<file path="src/design/halt_power_pkg.sv">
// Constants and carrier types for the halt power-mode control.
// Assumes a single core clock domain and a synchronous active-high reset.
package halt_power_pkg;

   // ------------------------------------------------------------
   // Opcodes and counts
   // ------------------------------------------------------------
   localparam logic [7:0] HALT_OPCODE = 8'h8E; // Halt instruction code.
   localparam int RESET_WAKE_DELAY_CYCLES = 256; // Start-up delay length.
   localparam logic [8:0] RESET_WAKE_DELAY = 9'h100; // Same count, sized.

   // ------------------------------------------------------------
   // Register bus map and field positions
   // ------------------------------------------------------------
   localparam logic [3:0] ADDR_CONFIG = 4'h0; // Wake configuration bits.
   localparam logic [3:0] ADDR_STATUS = 4'h1; // Mode and state readback.
   localparam int CFG_LITE_TB_IE = 0; // Lite timer time-base enable.
   localparam int CFG_AT_OVF_IE = 1; // Auto timer overflow enable.
   localparam int CFG_AT_CK0 = 2; // Auto timer clock select, low bit.
   localparam int CFG_AT_CK1 = 3; // Auto timer clock select, high bit.
   localparam logic [7:0] CONFIG_RESET = 8'h00; // Value after reset.

   // Power state of the core.
   typedef enum logic [1:0] {RUN, TIMED_SLEEP, PLAIN_HALT, WAKE_DELAY}
      power_state_t;

   // Clock gate bundle handed to the clock tree.
   typedef struct packed {
      logic mainOsc; // Main oscillator runs.
      logic wakeTimer; // Selected wake timer counter is clocked.
      logic peripherals; // Ordinary peripherals are clocked.
      logic core; // Core clock runs.
   } clock_gates_t;

   // Wake-up request bundle from the interrupt and reset logic.
   typedef struct packed {
      logic timerIrq; // Wake-capable timer interrupt is pending.
      logic externalIrq; // External interrupt is pending.
      logic resetReq; // A reset source asks for a restart.
   } wake_sources_t;

endpackage : halt_power_pkg

</file>
<file path="src/design/halt_power_mode_control.sv">
// Halt power-mode control: picks timed sleep or plain halt on a halt
// instruction, gates clocks, and handles wake-up by interrupt or reset.
// Assumes the core presents its fetched opcode with a valid strobe and
// that wake sources are pins or other domains, so they are synchronised.
//
// Notes on behaviour
// - Opcode 0x8E requests a low-power state.
// - Timer enable bits choose timed sleep, else halt.
// - Timed sleep exits only on wake interrupt, reset.
// - Reset wake waits 256 cycles, then reset vector.
// - Interrupt wake resumes at once, no delay.
// - Entry clears interrupt mask; pending interrupt wakes.
// - Timed sleep clocks only oscillator and timer.
// - Watchdog reset suppressed when halting into sleep.
//
// Our own choices: the address map and the strobed register port.
`timescale 1ns/1ps
`default_nettype none
module halt_power_mode_control (
   input wire logic ref_clk,
   input wire logic reset,
   input wire logic clkEnable,
   input wire logic [7:0] opcode,
   input wire logic opcodeValid,
   input wire logic irqMaskIn,
   input wire halt_power_pkg::wake_sources_t wakeIn,
   input wire logic watchdogTimeout,
   input wire logic [3:0] regAddr,
   input wire logic [7:0] regWriteData,
   input wire logic regWrite,
   input wire logic regRead,
   output logic [7:0] regReadData,
   output logic irqMaskClear,
   output halt_power_pkg::clock_gates_t clockGates,
   output logic coreResume,
   output logic fetchResetVector,
   output logic serviceIrqVector,
   output logic watchdogReset
);

   // ------------------------------------------------------------
   // Input synchronisers
   // ------------------------------------------------------------
   halt_power_pkg::wake_sources_t wakeMeta; // First stage, read by second.
   halt_power_pkg::wake_sources_t wakeSync; // Safe to use in logic.
   logic wdogMeta; // First stage of the watchdog timeout.
   logic wdogSync; // Synchronised watchdog timeout.

   // Two flip-flops per asynchronous input before any logic reads it.
   always_ff @(posedge ref_clk)
   begin
      if (reset)
      begin
         wakeMeta <= '0;
         wakeSync <= '0;
         wdogMeta <= 1'b0;
         wdogSync <= 1'b0;
      end
      else if (clkEnable)
      begin
         wakeMeta <= wakeIn;
         wakeSync <= wakeMeta;
         wdogMeta <= watchdogTimeout;
         wdogSync <= wdogMeta;
      end
   end

   // ------------------------------------------------------------
   // Register file
   // ------------------------------------------------------------
   logic [7:0] wakeConfig; // Timer enable and clock select bits.
   logic [7:0] next_wakeConfig; // Next configuration value.
   logic [7:0] next_regReadData; // Next read data.
   halt_power_pkg::power_state_t state; // Current power state.
   halt_power_pkg::power_state_t next_state; // Next power state.

   // True when the timer bits select timed sleep on a halt.
   function automatic logic sleepEnabled(input logic [7:0] cfg);
      sleepEnabled = cfg[halt_power_pkg::CFG_LITE_TB_IE] |
         (cfg[halt_power_pkg::CFG_AT_OVF_IE] &
          ~cfg[halt_power_pkg::CFG_AT_CK1] &
          cfg[halt_power_pkg::CFG_AT_CK0]);
   endfunction : sleepEnabled

   // Writes update the configuration; reads answer one cycle later.
   always_comb
   begin
      next_wakeConfig = wakeConfig;
      next_regReadData = 8'h00;
      if (regWrite && regAddr == halt_power_pkg::ADDR_CONFIG)
      begin
         // Only the four defined bits are kept; the rest read zero.
         next_wakeConfig = {4'h0, regWriteData[3:0]};
      end
      if (regRead)
      begin
         case (regAddr)
            halt_power_pkg::ADDR_CONFIG: next_regReadData = wakeConfig;
            halt_power_pkg::ADDR_STATUS:
               next_regReadData = {5'h00, sleepEnabled(wakeConfig),
                  2'(state)};
            // Unmapped addresses read as zero.
            default: next_regReadData = 8'h00;
         endcase
      end
   end

   // Register the configuration and the read data.
   always_ff @(posedge ref_clk)
   begin
      if (reset)
      begin
         wakeConfig <= halt_power_pkg::CONFIG_RESET;
         regReadData <= 8'h00;
      end
      else if (clkEnable)
      begin
         wakeConfig <= next_wakeConfig;
         regReadData <= next_regReadData;
      end
   end

   // ------------------------------------------------------------
   // Power state machine
   // ------------------------------------------------------------
   logic delayStart; // Starts the reset wake-up delay.
   logic delayDone; // Delay has elapsed.
   logic haltReq; // Halt instruction seen.
   logic next_irqMaskClear; // Next mask-clear pulse.
   halt_power_pkg::clock_gates_t next_clockGates; // Next clock gates.
   logic next_coreResume; // Next resume pulse.
   logic next_fetchResetVector; // Next reset vector pulse.
   logic next_serviceIrqVector; // Next interrupt vector pulse.
   logic next_watchdogReset; // Next watchdog reset level.

   assign haltReq = opcodeValid &&
      opcode == halt_power_pkg::HALT_OPCODE;

   wake_delay_counter #(
      .WIDTH(9)
   ) u_delay (
      .ref_clk(ref_clk),
      .reset(reset),
      .clkEnable(clkEnable),
      .start(delayStart),
      .load(halt_power_pkg::RESET_WAKE_DELAY),
      .done(delayDone)
   );

   // Next state and outputs. Wake sources are sampled after the
   // synchronisers, so a pending interrupt wakes within three cycles.
   always_comb
   begin
      next_state = state;
      delayStart = 1'b0;
      next_irqMaskClear = 1'b0;
      next_coreResume = 1'b0;
      next_fetchResetVector = 1'b0;
      next_serviceIrqVector = 1'b0;
      next_watchdogReset = 1'b0;
      next_clockGates = '{mainOsc: 1'b1, wakeTimer: 1'b1,
         peripherals: 1'b1, core: 1'b1};
      case (state)
         halt_power_pkg::RUN:
         begin
            // A watchdog timeout in normal run still resets the part.
            next_watchdogReset = wdogSync && !haltReq;
            if (haltReq)
            begin
               next_irqMaskClear = 1'b1;
               if (sleepEnabled(wakeConfig))
               begin
                  next_state = halt_power_pkg::TIMED_SLEEP;
               end
               else
               begin
                  next_state = halt_power_pkg::PLAIN_HALT;
               end
            end
         end
         halt_power_pkg::TIMED_SLEEP:
         begin
            // Keep the time base alive, gate everything else.
            next_clockGates = '{mainOsc: 1'b1, wakeTimer: 1'b1,
               peripherals: 1'b0, core: 1'b0};
            // The watchdog cannot reset the part from here.
            next_watchdogReset = 1'b0;
            if (wakeSync.resetReq)
            begin
               delayStart = 1'b1;
               next_state = halt_power_pkg::WAKE_DELAY;
            end
            else if (wakeSync.timerIrq || wakeSync.externalIrq)
            begin
               // The core must have its clock in the very cycle that it
               // is told to resume, or the resume would be lost.
               next_clockGates = '{mainOsc: 1'b1, wakeTimer: 1'b1,
                  peripherals: 1'b1, core: 1'b1};
               next_coreResume = 1'b1;
               next_serviceIrqVector = 1'b1;
               next_state = halt_power_pkg::RUN;
            end
            else
            begin
               next_state = halt_power_pkg::TIMED_SLEEP;
            end
         end
         halt_power_pkg::PLAIN_HALT:
         begin
            next_clockGates = '{mainOsc: 1'b0, wakeTimer: 1'b0,
               peripherals: 1'b0, core: 1'b0};
            if (wakeSync.resetReq)
            begin
               delayStart = 1'b1;
               next_state = halt_power_pkg::WAKE_DELAY;
            end
            else if (wakeSync.externalIrq)
            begin
               // All clocks return together with the resume pulse.
               next_clockGates = '{mainOsc: 1'b1, wakeTimer: 1'b1,
                  peripherals: 1'b1, core: 1'b1};
               next_coreResume = 1'b1;
               next_serviceIrqVector = 1'b1;
               next_state = halt_power_pkg::RUN;
            end
         end
         halt_power_pkg::WAKE_DELAY:
         begin
            // Oscillator runs but the core waits out the delay.
            next_clockGates = '{mainOsc: 1'b1, wakeTimer: 1'b0,
               peripherals: 1'b0, core: 1'b0};
            if (delayDone)
            begin
               next_coreResume = 1'b1;
               next_fetchResetVector = 1'b1;
               next_state = halt_power_pkg::RUN;
            end
         end
         default:
         begin
            next_state = halt_power_pkg::RUN;
         end
      endcase
   end

   // State and output registers; every output leaves a flip-flop.
   always_ff @(posedge ref_clk)
   begin
      if (reset)
      begin
         state <= halt_power_pkg::RUN;
         irqMaskClear <= 1'b0;
         clockGates <= '1;
         coreResume <= 1'b0;
         fetchResetVector <= 1'b0;
         serviceIrqVector <= 1'b0;
         watchdogReset <= 1'b0;
      end
      else if (clkEnable)
      begin
         state <= next_state;
         irqMaskClear <= next_irqMaskClear;
         clockGates <= next_clockGates;
         coreResume <= next_coreResume;
         fetchResetVector <= next_fetchResetVector;
         serviceIrqVector <= next_serviceIrqVector;
         watchdogReset <= next_watchdogReset;
      end
   end

   // The incoming mask level is informational; the core owns it.
   logic unusedMask; // Keeps the mask input read.
   assign unusedMask = irqMaskIn;

endmodule : halt_power_mode_control
`default_nettype wire

</file>
<file path="src/design/wake_delay_counter.sv">
// Down counter that times the start-up delay after a reset wake-up.
// Assumes the enclosing block gives it the core clock and its enable.
`timescale 1ns/1ps
`default_nettype none
module wake_delay_counter #(
   parameter int WIDTH = 9
) (
   input wire logic ref_clk,
   input wire logic reset,
   input wire logic clkEnable,
   input wire logic start,
   input wire logic [WIDTH-1:0] load,
   output logic done
);

   // ------------------------------------------------------------
   // Counter state
   // ------------------------------------------------------------
   logic [WIDTH-1:0] count; // Cycles still to wait.
   logic [WIDTH-1:0] next_count; // Next value of the counter.
   logic running; // Counter is active.
   logic next_running; // Next value of running.
   logic next_done; // Next value of done.

   // Load on start, then count down; done pulses on the last cycle.
   always_comb
   begin
      next_count = count;
      next_running = running;
      next_done = 1'b0;
      if (start)
      begin
         next_count = load - {{(WIDTH-1){1'b0}}, 1'b1};
         next_running = 1'b1;
      end
      else if (running)
      begin
         // A count that reaches zero ends the wait on this edge.
         if (count == '0)
         begin
            next_running = 1'b0;
            next_done = 1'b1;
         end
         else
         begin
            next_count = count - {{(WIDTH-1){1'b0}}, 1'b1};
         end
      end
   end

   // Registers only; the enable freezes the whole counter.
   always_ff @(posedge ref_clk)
   begin
      if (reset)
      begin
         count <= '0;
         running <= 1'b0;
         done <= 1'b0;
      end
      else if (clkEnable)
      begin
         count <= next_count;
         running <= next_running;
         done <= next_done;
      end
   end

endmodule : wake_delay_counter
`default_nettype wire

</file>
<file path="config.mk">
export PLATFORM = sky130hd
export DESIGN_NAME = halt_power_mode_control
export DESIGN_NICKNAME = d
export VERILOG_FILES = /design/src/design/halt_power_pkg.sv /design/src/design/halt_power_mode_control.sv /design/src/design/wake_delay_counter.sv
export SDC_FILE = /design/constraint.sdc
export NUM_CORES = 1
export LEC_CHECK = 0
export ABC_CLOCK_PERIOD_IN_PS = 3620
export BUFFER_PORTS_ARGS = -buffer_cell sky130_fd_sc_hd__buf_2
export CORE_MARGIN = 1.5
export CORE_UTILIZATION = 58
export CTS_BUF_LIST = sky130_fd_sc_hd__clkbuf_2
export CTS_CLUSTER_DIAMETER = 100
export DETAILED_ROUTE_END_ITERATION = 7
export HOLD_SLACK_MARGIN = 0.06
export PLACE_DENSITY = 0.9
export SETUP_SLACK_MARGIN = 0.4
export SYNTH_ARGS = -nofsm -noshare
export SYNTH_HDL_FRONTEND = slang
export SYNTH_SLANG_ARGS = --single-unit
</file>
<file path="constraint.sdc">
create_clock -name ref_clk -period 3.62 [get_ports ref_clk]
set_input_delay 0.181 -clock ref_clk [delete_from_list [all_inputs] [get_ports ref_clk]]
set_output_delay 0.181 -clock ref_clk [all_outputs]
set_load 0.01 [all_outputs]
</file>
# Word level (Yosys, flattened, before mapping)
# Index checks and enable logic that the tools add are counted.
# word_totals
ff_bits,42
output_inout_bits,17
# op_classes
n_addsub,1
mux,37
bitwise,4
reduce_logical,13
eq_ne,9
# ops
op,n
9-bit two-way mux,3
1-bit two-way mux,18
2-bit two-way mux,8
4-bit two-way mux,3
4-bit case mux with 3 select lines,1
9-bit zero test,1
9-bit by 1-bit subtractor with 9-bit output (second input constant),1
8-bit == test (second input constant),1
2-bit case mux with 4 select lines,1
4-bit case mux with 2 select lines,1
2-bit == test (second input constant),2
4-bit by 1-bit == test with 1-bit output (second input constant),1
4-bit zero test,1
2-bit != test (second input constant),2
4-bit AND reduction,1
1-bit logical AND,3
3-bit != test (second input constant),1
1-bit case mux with 3 select lines,1
3-bit AND reduction,1
1-bit AND,2
2-bit by 1-bit == test with 1-bit output (second input constant),1
2-bit zero test,1
2-bit by 1-bit != test with 1-bit output (second input constant),1
1-bit case mux with 2 select lines,1
7 further kinds,7

# Depth between registers and ports, before layout
# depth
word_depth,7
mapped_depth,7
ltp_nobuf,6

# Hierarchy
# A second synthesis with hierarchy kept.
# hier_totals
cells_unflattened,246
area_unflattened_um2,2119.5
# by_module_without_submodules
module,instances,cells_per_inst,area_each_um2,seq_area_each_um2
halt_power_mode_control,1,142,1285.0,520.5
wake_delay_counter,1,104,834.6,220.2

# Worst setup path after synthesis
# Ideal clock, no wire load.
# synth_path
path_kind,register -> register
from,register state[0]
to,register u_delay.count[5]
setup_slack_ns,1.838
t_arrival_ns,1.663
setup_ns,0.119
path_buffers,1
path_stages_with_launch,8
t_required_ns,3.501
cell_sequence,dfxtp_1 inv_1 ha_1 and2_1 clkbuf_1 a211oi_1 a31o_1 a21oi_1
# synth_between
elab_chain_cells,5
elab_cells_between_ends,8
classes_between,eq/ne: 3; mux: 2; reduce/logical: 3
# synth_rtl
item,line_no,text
from (decl),halt_power_mode_control.sv:74,halt_power_pkg::power_state_t state;
from (signal assigned),halt_power_mode_control.sv:251,state <= halt_power_pkg::RUN;
from (signal assigned),halt_power_mode_control.sv:261,state <= next_state;
2-bit == test / 2-bit by 1-bit == test with 1-bit output (equally long branches),halt_power_mode_control.sv:163,case (state)
2-bit OR reduction (no line) (*),-,
1-bit two-way mux (*),-,
2-bit != test (no line) / 2-bit nonzero test (equally long branches),-,
3-bit AND reduction (no line),-,
to (signal assigned),wake_delay_counter.sv:62,count <= next_count;
to (decl),wake_delay_counter.sv:19,logic [WIDTH-1:0] count;
# Mark *: on every way between the ends. The rest lies on a longest branch, timed or not.
# A chain may end at the register's enable or synchronous reset.

# Final worst setup path
# layout_path
from,register state[1]
to,register u_delay.count[5]
# Same word-level chain as after synthesis.

==> qor.yml <==
core_area_um2: 3028
die_x_um: 59.20
outcome: "complete, no violations"
clock_path_buffers: 2
r2r-end: "u_delay.count[5]$_SDFFE_PP0P_"
end_kind: "flop"
async_reset_ff_frac: 0
synthCells: 197
finalInstanceArea_um2: 2138
final_hold_viol_count: 0
synth_top_cell_by_area: "dfxtp_1"
antenna_found_initial: 0
p_total_uw: 662.1
ios: 48
die_height_um: 59.20
die-area_um2: 3504
yosysSeqAreaShare: 0.4044
ant_nets: 0
cp-start-kind: "flop"
maxCapViolCount: 0
crit_path_cell_trace: "inv_1 > ha_1 > and2_1 > a211oi_1 > a31o_1 > a21oi_1"
n_fill_cell: 251
maxUsedRoutingLayer: "met4"
pwr_density_cell_nw_per_um2: 309.6
groute.usage.overall: 0.2326
cp_slowest_cell: "a211oi_1"
hp-class: "primary input to flop"
clock_latency_ns: 0.39
grt_setup_unrepaired: "false"
root_buffer: "clkbuf_2"
vias_per_cell: 5.646
num_rows: 20
clock.fmax_mhz: 484.0
final.min_clock_period_ns: 2.066
synth.cell_area_um2: 1832
vias: 1609
grt_pass1_wl_um: 6216
path_clk_slew_ns: 0.19
first_pass_iters: 4
synth_edf_count: 0
required_ns: 3.93
setup_viol: 0
path_class: "flop to flop"
cp_max_fo: 6
relSlewSlack: 0.5520
synth_cell_type_count: 52
fin_crit_sh: 0.5707
area_delta_synth_final_pct: 16.73
hold-path-cell-count: 4
netlist.area_leader.share: 0.4044
drt_iter0_markers: 83
final_nets: 277
p_leak_nw: 0.9283
wl_per_cell_um: 13.47
wl_met3_um: 194
antenna_cells: 0
grt_pass1_vias: 1447
r2r_cells: 6
worstMarginPinSlew_ns: 0.6721
post-place-ws_ns: 1.588
dp_hpwl_um: 2627
ys_ff_latch: 37
ys_warn_count: 0
initial_core_util: 0.6050
final_max_slew_viol_count: 0
place.port_buffers: 38
skew_ns: 0.01131
r2r_slack_ns: 1.55
avgSynthCellArea_um2: 9.298
wl_met1_um: 1817
cts_setup_buffers: 0
fin_tns_setup_ns: 0
cts_sinks: 37
ir_drop_mv: 0.1906
drive_gt1_frac: 0.2324
met2_length_um: 1751
hold_end: "irqMaskClear$_SDFFE_PP0P_"
critPathMaxStageDelay_ns: 0.53
arrival_ns: 2.38
synthFlopType: "dfxtp_1"
r2r-start: "state[1]$_SDFFE_PP0P_"
place_area_um2: 2016
place_congestion: 0.8657
h-tree-depth: 2
wl_um: 3838
overflow: 0
cts_tree: "yes"
synthTopCellsByArea: "dfxtp_1, mux2i_1, nor2_1"
route.detailed.drc: 0
hp-start: "opcode[7]"
worst_slack_ns: 1.554
grt_start_max_net_pins: 39
cts_buffers: 5
## report_power, final
group	switching [mW]	internal, mW
clock network	0.141	0.0450
registers	0.00436	0.414
logic	0.0300	0.0279
total	0.175	0.487
## state kept, by name, indices dropped and copies added, names as in the netlist
register,cells
u_delay.count,9
regReadData,4
wakeConfig,4
clockGates,3
wakeMeta,3
wakeSync,3
state,2
coreResume,1
fetchResetVector,1
irqMaskClear,1
serviceIrqVector,1
u_delay.done,1
u_delay.running,1
watchdogReset,1
wdogMeta,1
wdogSync,1
## cells in the final DEF (no fill, tap or decap), types with 2 or more instances in the layout
master / n
dlygate4sd3_1: 8
nand2b_1: 2
o21ai_0: 6
a311oi_1: 3
o22ai_1: 3
nor3_1: 5
nand3b_1: 3
a211oi_1: 5
nor4_1: 2
nand2_1: 10
nor4b_4: 2
nor4_2: 2
dfxtp_1: 37
or3_1: 3
nor2_1: 25
conb_1: 4
a222oi_1: 3
and3b_1: 3
and2_1: 2
nand3_1: 2
ha_1: 6
buf_2: 38
clkinv_2: 2
mux2i_1: 13
clkbuf_2: 5
inv_1: 9
a21oi_1: 12
## worst max-delay path by stage
stage	cells past startpoint	slack, ns	endpoint	from
6_report	6	1.55	u_delay.count[5]$_SDFFE_PP0P_	state[1]$_SDFFE_PP0P_
5_1_grt	6	1.35	u_delay.count[5]$_SDFFE_PP0P_	state[1]$_SDFFE_PP0P_
4_1_cts	6	1.55	u_delay.count[5]$_SDFFE_PP0P_	state[1]$_SDFFE_PP0P_
3_5_place_dp	6	1.59	u_delay.count[5]$_SDFFE_PP0P_	state[1]$_SDFFE_PP0P_
3_3_place_gp	6	1.62	u_delay.count[5]$_SDFFE_PP0P_	state[1]$_SDFFE_PP0P_
2_1_floorplan	7	1.84	u_delay.count[5]$_SDFFE_PP0P_	state[0]$_SDFFE_PP0P_
## cells by family after synthesis
group / synth area share
AOI/OAI and AO/OA: 0.1845
adders and majority gates: 0.04098
buffers and inverters: 0.06010
DFF: 0.4044
muxes: 0.07104
other: 0.002047
and+or+nand+nor: 0.2370
## per-layer routing
| metal | GRT usage | up-vias |
|---|---|---|
| met5 | 0 | - |
| met1 | 0.3191 | 744 |
| met2 | 0.3454 | 53 |
| li1 | - | 802 |
| met4 | 0.1104 | 0 |
| met3 | 0.05240 | 10 |
## through the flow
step / hold WS (ns) / cells / utilization
after floorplan: 0.3249 / 200 / -
after global placement: 0.4145 / 269 / 0.6657
after detailed placement: 0.4247 / 269 / 0.6657
after CTS: 0.06528 / 284 / 0.7029
after global routing: 0.1249 / 285 / 0.7062
final: 0.1424 / 285 / 0.7062
## worst max-delay path, delay by kind of cell, from the launching register on
family	cells	cell delay, ns
AO/OA/AOI/OAI	3	0.80
buffers and inverters	1	0.14
flip-flops	1	0.47
AND/OR/NAND/NOR	1	0.24
adder cells (fa/ha/maj)	1	0.33
## synthesized netlist by cell type (2+ instances only)
library cell	instances
dfxtp_1	37
nor2_1	25
mux2i_1	13
a21oi_1	12
nand2_1	10
inv_1	9
buf_4	6
ha_1	6
o21ai_0	6
a211oi_1	5
nor3_1	5
clkbuf_1	4
a222oi_1	3
a311oi_1	3
and3b_1	3
nand3b_1	3
o22ai_1	3
or3_1	3
and2_1	2
buf_1	2
nand2b_1	2
nand3_1	2
nor4_1	2
nor4_2	2
nor4b_4	2
## repair_timing
action,4_1_cts,5_1_grt
hold endpoints to repair,7,1
resized for setup,0,0
hold buffers,7,1
## final cells by class
cell class | count | area, µm² | area share
clock inverter | 3 | 17.52 | 0.008192
sequential | 37 | 740.7 | 0.3464
clock buffer | 5 | 25.02 | 0.01170
tap | 44 | 55.05 | 0.02575
multi-input combinational | 140 | 992.2 | 0.4640
timing repair buffer | 46 | 270.3 | 0.1264
inverter | 10 | 37.54 | 0.01755
Power figures use the tool's default switching activity.
